**src/rtl/dsp_pkg.sv**
```systemverilog
/*
 * Shared constants, types and helpers of the DMA status, output and
 * channel priority block. Assumes one APB slave window of 256 bytes.
 */
package dsp_pkg;

	////////////////////////////////////////////////////////////////////////
	// Sizes
	localparam int MAX_CH = 16;
	localparam int CH_W   = 4;
	localparam int ADDR_W = 8;
	localparam int DATA_W = 32;

	////////////////////////////////////////////////////////////////////////
	// Register byte offsets
	localparam logic [ADDR_W-1:0] OFS_IRQ_PEND  = 8'h00;
	localparam logic [ADDR_W-1:0] OFS_ERR_FLAGS = 8'h04;
	localparam logic [ADDR_W-1:0] OFS_ERR_EN    = 8'h08;
	localparam logic [ADDR_W-1:0] OFS_IRQ_CLR   = 8'h0C;
	localparam logic [ADDR_W-1:0] OFS_ERR_CLR   = 8'h10;
	localparam logic [ADDR_W-1:0] OFS_GPO       = 8'h14;
	localparam logic [ADDR_W-1:0] OFS_ENG_CTRL  = 8'h18;
	localparam logic [ADDR_W-1:0] OFS_ARB_STAT  = 8'h1C;
	localparam logic [ADDR_W-1:0] OFS_PRIO_BASE = 8'h40;
	localparam int                PRIO_IDX_LSB  = 2;

	////////////////////////////////////////////////////////////////////////
	// Field positions and masks
	localparam int CMD_IGNORE_BIT  = 7;
	localparam int CMD_ALL_BIT     = 6;
	localparam int GPO_PRIO_BIT    = 12;
	localparam int GPO_SNOOP_BIT   = 6;
	localparam int GPO_ERRDIS_BIT  = 4;
	localparam int GPO_RDSAFE_BIT  = 2;
	localparam int CTRL_RR_BIT     = 0;
	localparam int STAT_VALID_BIT  = 4;
	localparam int STAT_PREEMPT_BIT = 5;
	localparam int STAT_SUSP_LSB   = 8;
	localparam int STAT_CFGERR_BIT = 16;

	localparam logic [DATA_W-1:0] GPO_WR_MASK = 32'h0000_1054;
	localparam logic [DATA_W-1:0] GPO_RST     = 32'h0000_0000;
	localparam logic [7:0]        PRIO_WR_MASK = 8'hCF;
	localparam logic [1:0]        GROUP_LEVEL  = 2'h0;
	localparam logic [MAX_CH-1:0] FLAGS_RST    = 16'h0000;

	////////////////////////////////////////////////////////////////////////
	// Types
	typedef enum logic [1:0]
	{
		ARB_IDLE    = 2'b00,
		ARB_RUN     = 2'b01,
		ARB_PREEMPT = 2'b10,
		ARB_RESUME  = 2'b11
	} dsp_arb_e;

	typedef struct packed
	{
		logic            allow_being_suspended;
		logic            forbid_suspending_others;
		logic [1:0]      group_rank;
		logic [CH_W-1:0] channel_rank;
	} dsp_prio_s;

	typedef struct packed
	{
		logic bus_high_priority;
		logic snoop_enable;
		logic ignore_bus_errors;
		logic read_safe;
	} dsp_gpo_s;

	typedef struct packed
	{
		logic            valid;
		logic [CH_W-1:0] channel;
		logic            preempting;
		logic [CH_W-1:0] suspended;
	} dsp_grant_s;

	////////////////////////////////////////////////////////////////////////
	// Helpers
	function automatic logic [MAX_CH-1:0] ch_bit(input logic [CH_W-1:0] ch);
		ch_bit = 16'h0001 << ch;
	endfunction : ch_bit

	// Byte command: bit 7 ignores, 0..15 one channel, 64..127 all
	function automatic logic [MAX_CH-1:0] cmd_mask(input logic [7:0] cmd);
		if (cmd[CMD_IGNORE_BIT])
			cmd_mask = 16'h0000;
		else if (cmd[CMD_ALL_BIT])
			cmd_mask = 16'hFFFF;
		else if (cmd[5:4] == 2'h0)
			cmd_mask = ch_bit(cmd[CH_W-1:0]);
		else
			cmd_mask = 16'h0000;
	endfunction : cmd_mask

endpackage : dsp_pkg

```
**src/rtl/dsp_status_prio.sv**
```systemverilog
/*
 * DMA status flags, error interrupt, general output register and
 * channel arbitration with preemption, behind an APB slave.
 * Assumes the transfer engine pulses its events for one cycle and holds
 * channel requests until served; APB master follows the usual protocol.
 */
// Our own choices: the APB interface to the registers and the register addresses.
module dsp_status_prio
	import dsp_pkg::*;
#(
	parameter int NUM_CH = MAX_CH
)
(
	input  wire logic               clk_sys,
	input  wire logic               rst_n,
	input  wire logic               psel,
	input  wire logic               penable,
	input  wire logic               pwrite,
	input  wire logic [ADDR_W-1:0]  paddr,
	input  wire logic [DATA_W-1:0]  pwdata,
	output logic      [DATA_W-1:0]  prdata,
	output logic                    pready,
	output logic                    pslverr,
	input  wire logic [MAX_CH-1:0]  done_irq_evt,
	input  wire logic [MAX_CH-1:0]  err_evt,
	input  wire logic [MAX_CH-1:0]  chan_req,
	input  wire logic               seq_done,
	input  wire logic               minor_done,
	output logic      [MAX_CH-1:0]  irq_req,
	output logic                    err_irq,
	output logic      [DATA_W-1:0]  gpo_word,
	output dsp_gpo_s                gpo,
	output dsp_grant_s              grant,
	output logic                    config_err
);

	if (NUM_CH < 2 || NUM_CH > MAX_CH)
	begin : g_bad_num_ch
		$error("NUM_CH must lie between 2 and 16");
	end

	localparam logic [MAX_CH-1:0] IMPL_MASK = MAX_CH'((33'h1 << NUM_CH) - 33'h1);

	////////////////////////////////////////////////////////////////////////
	// Registers
	logic      [MAX_CH-1:0] irq_pend_r;
	logic      [MAX_CH-1:0] err_flags_r;
	logic      [MAX_CH-1:0] err_en_r;
	logic      [DATA_W-1:0] gpo_r;
	logic                   rr_mode_r;
	dsp_prio_s              prio_r [NUM_CH];
	dsp_arb_e               state_r;
	logic      [CH_W-1:0]   act_ch_r;
	logic      [CH_W-1:0]   susp_ch_r;
	logic      [CH_W-1:0]   rr_last_r;
	logic                   config_err_r;
	logic      [DATA_W-1:0] prdata_r;

	////////////////////////////////////////////////////////////////////////
	// APB decode
	logic                   acc;
	logic                   wr_en;
	logic                   hit;
	logic      [DATA_W-1:0] rd_val;
	logic                   prio_sel;
	logic      [CH_W-1:0]   prio_idx;

	assign acc      = psel && penable;
	assign prio_sel = (paddr >= OFS_PRIO_BASE)
		&& (int'(paddr - OFS_PRIO_BASE) < NUM_CH * 4);
	assign prio_idx = CH_W'((paddr - OFS_PRIO_BASE) >> PRIO_IDX_LSB);

	always_comb
	begin
		hit    = 1'b1;
		rd_val = '0;
		if (paddr[1:0] != 2'h0)
			hit = 1'b0;
		else if (prio_sel)
			rd_val = {24'h00_0000, prio_r[prio_idx]};
		else
		begin
			unique case (paddr)
				OFS_IRQ_PEND:  rd_val = {16'h0000, irq_pend_r};
				OFS_ERR_FLAGS: rd_val = {16'h0000, err_flags_r};
				OFS_ERR_EN:    rd_val = {16'h0000, err_en_r};
				OFS_IRQ_CLR:   rd_val = '0;
				OFS_ERR_CLR:   rd_val = '0;
				OFS_GPO:       rd_val = gpo_r;
				OFS_ENG_CTRL:  rd_val = DATA_W'(rr_mode_r);
				OFS_ARB_STAT:  rd_val = DATA_W'({config_err_r, 4'h0, grant.suspended,
						2'h0, grant.preempting, grant.valid, grant.channel});
				default:       hit    = 1'b0;
			endcase
		end
	end

	assign wr_en   = acc && pwrite && hit;
	assign pready  = 1'b1;
	assign pslverr = acc && !hit;
	assign prdata  = prdata_r;

	// Read data caught in the setup cycle so the answer needs no wait state
	always_ff @(posedge clk_sys or negedge rst_n)
	begin
		if (!rst_n)
			prdata_r <= '0;
		else if (psel && !penable && !pwrite)
			prdata_r <= rd_val;
	end

	////////////////////////////////////////////////////////////////////////
	// Interrupt pending flags
	logic [MAX_CH-1:0] irq_clr;
	logic [MAX_CH-1:0] irq_pend_nxt;

	always_comb
	begin
		irq_clr = '0;
		if (wr_en && paddr == OFS_IRQ_PEND)
			irq_clr = pwdata[MAX_CH-1:0];
		if (wr_en && paddr == OFS_IRQ_CLR)
			irq_clr = cmd_mask(pwdata[7:0]);
		irq_pend_nxt = ((irq_pend_r & ~irq_clr) | done_irq_evt) & IMPL_MASK;
	end

	always_ff @(posedge clk_sys or negedge rst_n)
	begin
		if (!rst_n)
			irq_pend_r <= FLAGS_RST;
		else
			irq_pend_r <= irq_pend_nxt;
	end

	assign irq_req = irq_pend_r;

	////////////////////////////////////////////////////////////////////////
	// Error flags and error interrupt
	logic [MAX_CH-1:0] err_clr;
	logic [MAX_CH-1:0] err_flags_nxt;

	always_comb
	begin
		err_clr = '0;
		if (wr_en && paddr == OFS_ERR_FLAGS)
			err_clr = pwdata[MAX_CH-1:0];
		if (wr_en && paddr == OFS_ERR_CLR)
			err_clr = cmd_mask(pwdata[7:0]);
		// set wins; kept apart from pending flags
		err_flags_nxt = ((err_flags_r & ~err_clr) | err_evt) & IMPL_MASK;
	end

	always_ff @(posedge clk_sys or negedge rst_n)
	begin
		if (!rst_n)
			err_flags_r <= FLAGS_RST;
		else
			err_flags_r <= err_flags_nxt;
	end

	always_ff @(posedge clk_sys or negedge rst_n)
	begin
		if (!rst_n)
			err_en_r <= FLAGS_RST;
		else if (wr_en && paddr == OFS_ERR_EN)
			err_en_r <= pwdata[MAX_CH-1:0] & IMPL_MASK;
	end

	assign err_irq = |(err_flags_r & err_en_r);

	////////////////////////////////////////////////////////////////////////
	// General output and engine control
	// writable, driven out
	always_ff @(posedge clk_sys or negedge rst_n)
	begin
		if (!rst_n)
			gpo_r <= GPO_RST;
		else if (wr_en && paddr == OFS_GPO)
			gpo_r <= pwdata & GPO_WR_MASK;
	end

	assign gpo_word = gpo_r;
	assign gpo.bus_high_priority = gpo_r[GPO_PRIO_BIT];
	assign gpo.snoop_enable      = gpo_r[GPO_SNOOP_BIT];
	assign gpo.ignore_bus_errors = gpo_r[GPO_ERRDIS_BIT];
	assign gpo.read_safe         = gpo_r[GPO_RDSAFE_BIT];

	always_ff @(posedge clk_sys or negedge rst_n)
	begin
		if (!rst_n)
			rr_mode_r <= 1'b0;
		else if (wr_en && paddr == OFS_ENG_CTRL)
			rr_mode_r <= pwdata[CTRL_RR_BIT];
	end

	////////////////////////////////////////////////////////////////////////
	// Channel priority configuration
	// Reset ranks are distinct so arbitration is legal out of reset
	always_ff @(posedge clk_sys or negedge rst_n)
	begin
		if (!rst_n)
		begin
			for (int i = 0; i < NUM_CH; i++)
				prio_r[i] <= '{1'b0, 1'b0, GROUP_LEVEL, CH_W'(i)};
		end
		else if (wr_en && prio_sel)
		begin
			prio_r[prio_idx] <= (pwdata[7:0] & PRIO_WR_MASK) | {2'h0, GROUP_LEVEL, 4'h0};
		end
	end

	////////////////////////////////////////////////////////////////////////
	// Arbitration
	logic [NUM_CH-1:0][CH_W-1:0] ranks;
	logic [NUM_CH-1:0]           forbid_vec;
	logic [NUM_CH-1:0]           pre_req;
	logic                        win_found;
	logic [CH_W-1:0]             win_ch;
	logic                        dup_rank;
	logic                        pre_found;
	logic [CH_W-1:0]             pre_ch;
	logic                        do_preempt;
	logic [MAX_CH-1:0]           act_bit;

	always_comb
	begin
		for (int i = 0; i < NUM_CH; i++)
		begin
			ranks[i]      = prio_r[i].channel_rank;
			forbid_vec[i] = prio_r[i].forbid_suspending_others;
		end
	end

	// forbidding channels never compete to suspend
	assign act_bit = ch_bit(act_ch_r);
	assign pre_req = chan_req[NUM_CH-1:0] & ~forbid_vec & ~act_bit[NUM_CH-1:0];

	dsp_rank_pick #(.NUM_CH(NUM_CH)) u_win_pick
	(
		.req      (chan_req[NUM_CH-1:0]),
		.rank     (ranks),
		.rr_mode  (rr_mode_r),
		.rr_last  (rr_last_r),
		.found    (win_found),
		.pick     (win_ch),
		.dup_rank (dup_rank)
	);

	dsp_rank_pick #(.NUM_CH(NUM_CH)) u_pre_pick
	(
		.req      (pre_req),
		.rank     (ranks),
		.rr_mode  (1'b0),
		.rr_last  (rr_last_r),
		.found    (pre_found),
		.pick     (pre_ch),
		.dup_rank ()
	);

	// only fixed mode and a preemptible running channel
	assign do_preempt = !rr_mode_r && state_r == ARB_RUN && !minor_done
		&& prio_r[act_ch_r].allow_being_suspended && pre_found
		&& ranks[pre_ch] > ranks[act_ch_r];

	always_ff @(posedge clk_sys or negedge rst_n)
	begin
		if (!rst_n)
		begin
			state_r   <= ARB_IDLE;
			act_ch_r  <= '0;
			susp_ch_r <= '0;
			rr_last_r <= '0;
		end
		else
		begin
			unique case (state_r)
				ARB_IDLE:
					if (win_found)
					begin
						state_r   <= ARB_RUN;
						act_ch_r  <= win_ch;
						rr_last_r <= win_ch;
					end
				ARB_RUN:
					if (minor_done)
						state_r <= ARB_IDLE;
					else if (do_preempt)
					begin
						state_r   <= ARB_PREEMPT;
						susp_ch_r <= act_ch_r;
						act_ch_r  <= pre_ch;
					end
				ARB_PREEMPT:
					if (minor_done)
					begin
						state_r  <= ARB_RESUME;
						act_ch_r <= susp_ch_r;
					end
				ARB_RESUME:
					if (minor_done)
						state_r <= ARB_IDLE;
					else if (seq_done)
						state_r <= ARB_RUN;
			endcase
		end
	end

	// report duplicate ranks in fixed mode
	always_ff @(posedge clk_sys or negedge rst_n)
	begin
		if (!rst_n)
			config_err_r <= 1'b0;
		else
			config_err_r <= dup_rank && !rr_mode_r;
	end

	assign config_err       = config_err_r;
	assign grant.valid      = state_r != ARB_IDLE;
	assign grant.channel    = act_ch_r;
	assign grant.preempting = state_r == ARB_PREEMPT;
	assign grant.suspended  = susp_ch_r;
endmodule : dsp_status_prio

```
**src/rtl/dsp_rank_pick.sv**
```systemverilog
/*
 * Combinational channel picker: highest rank in fixed mode, next after
 * the last grant in round-robin mode, plus a duplicate-rank detector.
 * Assumes request and rank vectors are stable within a cycle.
 */
module dsp_rank_pick
	import dsp_pkg::*;
#(
	parameter int NUM_CH = MAX_CH
)
(
	input  wire logic [NUM_CH-1:0]           req,
	input  wire logic [NUM_CH-1:0][CH_W-1:0] rank,
	input  wire logic                        rr_mode,
	input  wire logic [CH_W-1:0]             rr_last,
	output logic                             found,
	output logic [CH_W-1:0]                  pick,
	output logic                             dup_rank
);

	always_comb
	begin
		int idx;
		idx      = 0;
		found    = 1'b0;
		pick     = '0;
		dup_rank = 1'b0;
		if (rr_mode)
		begin
			for (int k = 1; k <= NUM_CH; k++)
			begin
				idx = (int'(rr_last) + k) % NUM_CH;
				if (!found && req[idx])
				begin
					found = 1'b1;
					pick  = CH_W'(idx);
				end
			end
		end
		else
		begin
			for (int i = 0; i < NUM_CH; i++)
			begin
				if (req[i] && (!found || rank[i] > rank[pick]))
				begin
					found = 1'b1;
					pick  = CH_W'(i);
				end
			end
		end
		for (int i = 0; i < NUM_CH; i++)
		begin
			for (int j = i + 1; j < NUM_CH; j++)
			begin
				if (rank[i] == rank[j])
					dup_rank = 1'b1;
			end
		end
	end

endmodule : dsp_rank_pick

```
**config.mk**
```make
export PLATFORM = sky130hd
export DESIGN_NAME = dsp_status_prio
export DESIGN_NICKNAME = d
export VERILOG_FILES = /design/src/rtl/dsp_pkg.sv /design/src/rtl/dsp_status_prio.sv /design/src/rtl/dsp_rank_pick.sv
export SDC_FILE = /design/constraint.sdc
export NUM_CORES = 2
export LEC_CHECK = 0
export ABC_AREA = 1
export BUFFER_PORTS_ARGS = -buffer_cell sky130_fd_sc_hd__clkbuf_2
export CELL_PAD_IN_SITES_DETAIL_PLACEMENT = 1
export CELL_PAD_IN_SITES_GLOBAL_PLACEMENT = 1
export CORE_ASPECT_RATIO = 1.2
export CORE_MARGIN = 4
export CORE_UTILIZATION = 40
export DETAILED_ROUTE_END_ITERATION = 16
export PLACE_DENSITY_LB_ADDON = 0.1
export SYNTH_ARGS = -nofsm -noshare
export SYNTH_HDL_FRONTEND = slang
export SYNTH_HIERARCHICAL = 1
export SYNTH_SLANG_ARGS = --single-unit
```
**constraint.sdc**
```tcl
create_clock -name clk_sys -period 33.6 [get_ports clk_sys]
set_clock_uncertainty 0.1 [all_clocks]
set_input_delay 3.36 -clock clk_sys [delete_from_list [all_inputs] [get_ports clk_sys]]
set_output_delay 3.36 -clock clk_sys [all_outputs]
set_load 0.03 [all_outputs]
```
After elaboration in Yosys (flattened, before gate mapping)

Index checks and enable logic that the tools add are counted.

Register bits: 228
Bits of input ports: 95
Word-level logic and storage cells: 924

$add $sub $neg: 18
Magnitude comparators: 83
Eq/ne operators: 136
Shift operators: 2
Multiplexer cells: 405
Bitwise operators: 30
Reduce and logical (&&, ||, !) cells: 175

Operators with widths:

| cell                                                                          | number |
|---|---|
| 4-bit binary-select mux with 4-bit select                                     | 31 |
| 4-bit == test                                                                 | 120 |
| 4-bit two-way mux                                                             | 90 |
| 1-bit two-way mux                                                             | 235 |
| 128-bit bitwise mux                                                           | 1 |
| 4-bit > comparator                                                            | 31 |
| 4-bit by 5-bit less-than comparator with 1-bit output (second input constant) | 24 |
| 16-bit two-way mux                                                            | 7 |
| 17-bit case mux with 6 select lines                                           | 1 |
| 5-bit by 6-bit less-than comparator with 1-bit output (second input constant) | 16 |
| 16-bit AND                                                                    | 5 |
| 1-bit logical AND                                                             | 67 |
| 1-bit binary-select mux with 4-bit select                                     | 16 |
| 8-bit binary-select mux with 4-bit select                                     | 2 |
| 32-bit two-way mux                                                            | 2 |
| 16-bit NOT                                                                    | 4 |
| 4-bit OR reduction                                                            | 16 |
| 1-bit zero test                                                               | 50 |
| 8-bit two-way mux                                                             | 5 |
| 4-bit adder (second input constant)                                           | 8 |
| 8-bit demux with 4-bit select                                                 | 1 |
| 8-bit by 5-bit == test with 1-bit output (second input constant)              | 4 |
| 16-bit OR                                                                     | 2 |
| 1-bit by 4-bit left shift with 16-bit output (first input constant)           | 2 |
| 37 further kinds                                                              | 109 |

Depth between registers and ports, before layout

Depth in word-level cells: 122
Mapped depth: 221
Gate-level depth less buffers: 210

By module

The synthesis kept the hierarchy.

By module, submodules not included:

| module                      | instances | cells each | area an instance (sq um) |
|---|---|---|---|
| dsp_rank_pick at u_pre_pick | 1         | 2,278      | 13,606.8 |
| dsp_rank_pick at u_win_pick | 1         | 2,276      | 13,445.4 |
| dsp_status_prio             | 1         | 1,560      | 11,397.2 |

Worst setup path before layout

OpenSTA, ideal clock, no wires.

Kind: input -> register
Start point: input port chan_req[1]
End point: register act_ch_r[3]
Data arrival time: 27.564 ns
Data required time: 33.373 ns
Slack: 5.809 ns
Cell stages on the path: 194
Buffers on the path: 17
Path through: o31ai_1 > nor2_1 > inv_1 > a21oi_2 > inv_1 > o21ai_0 > inv_1 > ha_1 > nand2_1 > nand2_1 > nand2_1 > nand2_1 > nand2_1 > nand2_1 > nand2_1 > clkbuf_1 > o21ai_0 > ha_1 > (+158 left out) > a21oi_1 > o21ai_0 > nand2_1 > clkbuf_1 > clkbuf_1 > mux2i_1 > o21ai_0 > o221ai_1 > nand2_1 > ha_1 > a21oi_1 > o21a_1 > nor3_1 > nand2_1 > nand2_1 > nand2_1 > nand2_1 > o21ai_0

RTL lines:

| element                                     | line                   | text |
|---|---|---|
| start: declaration                          | dsp_status_prio.sv:26  | `input wire logic [MAX_CH-1:0] chan_req,` |
| 16-bit AND * (2 in series)                  | dsp_status_prio.sv:236 | `assign pre_req = chan_req[NUM_CH-1:0] & ~forbid_vec & ~act_bit[NUM_CH-1:0];` |
| named net pre_req[1]                        | dsp_status_prio.sv:216 | `logic [NUM_CH-1:0] pre_req;` |
| 1-bit logical AND *                         | dsp_rank_pick.sv:44    | `if (req[i] && (!found \|\| rank[i] > rank[pick]))` |
| 1-bit two-way mux                           | dsp_rank_pick.sv:44    |  |
| 4-bit binary-select mux with 4-bit select   | dsp_rank_pick.sv:44    |  |
| 4-bit two-way mux (implied by the code)     | dsp_rank_pick.sv:44    |  |
| 4-bit > comparator                          | dsp_rank_pick.sv:44    |  |
| 1-bit logical OR                            | dsp_rank_pick.sv:44    |  |
| (+79 left out)                              | -                      |  |
| 4-bit two-way mux *                         | dsp_rank_pick.sv:44    |  |
| named net pre_ch[0]                         | dsp_status_prio.sv:221 | `logic [CH_W-1:0] pre_ch;` |
| 4-bit binary-select mux with 4-bit select * | dsp_status_prio.sv:263 | `&& ranks[pre_ch] > ranks[act_ch_r];` |
| 4-bit two-way mux (implied by the code) *   | dsp_status_prio.sv:263 |  |
| 4-bit > comparator *                        | dsp_status_prio.sv:263 |  |
| 1-bit logical AND *                         | dsp_status_prio.sv:263 |  |
| 2-bit inequality test (no source line) *    | -                      |  |
| 5-bit AND reduction (no source line) *      | -                      |  |
| end signal: assignment                      | dsp_status_prio.sv:281 | `act_ch_r <= win_ch;` |
| end signal: assignment                      | dsp_status_prio.sv:291 | `act_ch_r <= pre_ch;` |
| end signal: assignment                      | dsp_status_prio.sv:297 | `act_ch_r <= susp_ch_r;` |
| end: declaration                            | dsp_status_prio.sv:53  | `logic [CH_W-1:0] act_ch_r;` |

The timed path passes the listed nets; every way through them passes the cells marked *. The select of a mux whose other input is x is not followed.
A chain may end at the register's enable or synchronous reset.

Final worst setup path

Same ends and word-level chain as after synthesis.

==> out/metrics.yaml <==
run_status:
  outcome: "finished, violations left"
  violations: "capacitance limit"
timing:
  maxSlewViolCount: 0
  fin_crit_ns: 31.61
  final-hold-violation-count: 0
  setup_viol: 0
  min_period_over_period: 0.941
  hold_ws_ns: 0.396
  worst_pin_slew_ns: 1.47
  fmax_ghz: 0.0316
  slew_headroom: 0.0113
routing:
  first_pass_iters: 7
  wirelength_microns: 190000
  viasPerCell: 6.56
  vias: 41500
  drtIter0Drc: 5214
  routedWlPerCell_microns: 30.0
  drcViolationCount: 0
  ant_nets: 0
worst_setup_path:
  path_class: "input port to register"
  required_ns: 33.86
  rrSetupSlack_ns: 3.17
  worst_path_most_repeated_cell: "nand2_1"
  worst_setup_path_end_kind: "register"
  max_stage_delay_ns: 0.35
  slowest_stage: "o311ai_0"
  critPathLaunchType: "input port"
  arrival_ns: 31.87
  r2r-end: "act_ch_r[1]$_DFFE_PN0P_"
  worst_r2r_path_depth: 184
  r2r_start: "prio_r[123]$_DFFE_PN0P_"
  critPathMaxFanout: 36
worst_hold_path:
  hp-start: "prdata[15]$_DFFE_PN0P_"
  min_to: "prdata[15]$_DFFE_PN0P_"
  hold_class: "register to register"
  whs_path_depth: 2
yosys:
  ys.warnings.count: 6
  synth_cells: 5425
  netlist_area_sq_um: 33100
  avgSynthCellArea_sq_um: 6.11
final_layout:
  nNetsFinal: 5488
  synthToLayoutAreaGrowth_pct: 4.99
  final_util: 0.424
  drive_above_1_share: 0.114
clock_network:
  clock_latency_ns: 0.48
  cts_tree: "done"
  clk_path_buf_depth: 2
  root_buffer: "clkbuf_16"
  cts_buffers: 17
  ctsHtreeMaxLevel: 4
  clock_sinks: 181
  clk_transition_reported_paths_ns: 0.08
floorplan:
  dieHeight_microns: 323
  die_w_microns: 271
  io-pin-count: 193
  initial_core_util: 0.404
  die_area_sq_um: 87600
  rows: 115
  core_area_sq_um: 82000
global_route:
  antenna_found_initial: 10
  grt_pass1_wl_microns: 271000
  grt_overflow_total: 0
  grt_pass1_vias: 39300
  track_usage: 0.410
  grt_max_degree: 75
flow_run:
  drv_cap: 1
placed_design:
  routabilityCongestion: 1.02
  hpwl_microns: 132000
  port_buffers: 132
## per-layer routing
layer,global-route usage,vias to the layer above,wire length [microns]
li1,-,17900,-
met5,0,-,34
met1,0.505,20100,71800
met2,0.626,2646,80000
met3,0.103,853,21000
met4,0.291,6,16900
## cell usage in the layout (no fill, tap or decap), drive strengths merged, types with 18 or more instances in the layout
| cell type | n |
|---|---|
| xor2 | 262 |
| inv | 524 |
| a21oi | 275 |
| o22ai | 79 |
| o41ai | 50 |
| nor3 | 33 |
| o211ai | 106 |
| a22oi | 21 |
| dfrtp | 149 |
| ha | 143 |
| nand2 | 1202 |
| nand4 | 148 |
| o21ai | 539 |
| buf | 136 |
| o221ai | 18 |
| clkbuf | 150 |
| xnor2 | 180 |
| nor2 | 309 |
| nand3 | 655 |
| conb | 48 |
| dfstp | 32 |
## critical path: cells and delay by family
kind / cells / cell delay (ns)
simple gates: 91 / 10.36
compound gates: 61 / 9.82
fa+ha+maj: 15 / 4.49
buf+inv: 23 / 3.68
## final cells by class
| type | instances | area, sq um |
|---|---|---|
| tap | 1053 | 1320 |
| sequential | 181 | 4600 |
| clock buffer | 18 | 429 |
| antenna | 6 | 15.0 |
| inverter | 535 | 2050 |
| timing repair buffer | 268 | 1710 |
| multi-input combinational | 4246 | 24500 |
| timing repair inverter | 1 | 5.00 |
| fill | 11100 | 47200 |
| clock inverter | 14 | 148 |
## how the worst max path moves through the flow
stage | slack (ns) | cells past startpoint | start | end
6_report | 1.99 | 190 | chan_req[1] | act_ch_r[3]$_DFFE_PN0P_
5_1_grt | -0.02 | 191 | chan_req[1] | act_ch_r[3]$_DFFE_PN0P_
4_1_cts | 0.33 | 187 | chan_req[1] | act_ch_r[1]$_DFFE_PN0P_
3_5_place_dp | -0.02 | 188 | chan_req[1] | act_ch_r[1]$_DFFE_PN0P_
3_3_place_gp | 0.44 | 185 | chan_req[1] | act_ch_r[2]$_DFFE_PN0P_
2_1_floorplan | 5.89 | 194 | chan_req[1] | act_ch_r[3]$_DFFE_PN0P_
## through the flow
stage | area (sq um) | setup TNS, ns | setup WS [ns] | instances
5_1_grt | 34800 | -0.0255 | -0.0191 | 6319
6_report | 34800 | 0 | 1.99 | 6322
3_3_place_gp | 33800 | 0 | 0.440 | 6258
2_1_floorplan | 33300 | 0 | 5.89 | 5471
4_1_cts | 34300 | 0 | 0.333 | 6290
3_5_place_dp | 33800 | -0.0419 | -0.0216 | 6258
## what timing repair did
item / CTS / global route
endpoints found under the hold margin: 0 / 0
setup endpoints to repair: 0 / 14
setup buffers: 0 / 21
hold buffers: 0 / 0
resized for setup: 0 / 53
## sequential cells by signal, summed over array words and instances, names as in the netlist, named ones only
register / count
gpo_word: 4
err_en_r: 16
irq_req: 16
state_r: 1
susp_ch_r: 4
prdata: 17
rr_mode_r: 1
err_flags_r: 16
rr_last_r: 4
config_err: 1
forbid_vec: 16
act_ch_r: 4
prio_r: 80
Power is left out: the tool's default activity adds up to more than one toggle a clock period on the data nets, which glitch-free logic cannot reach.
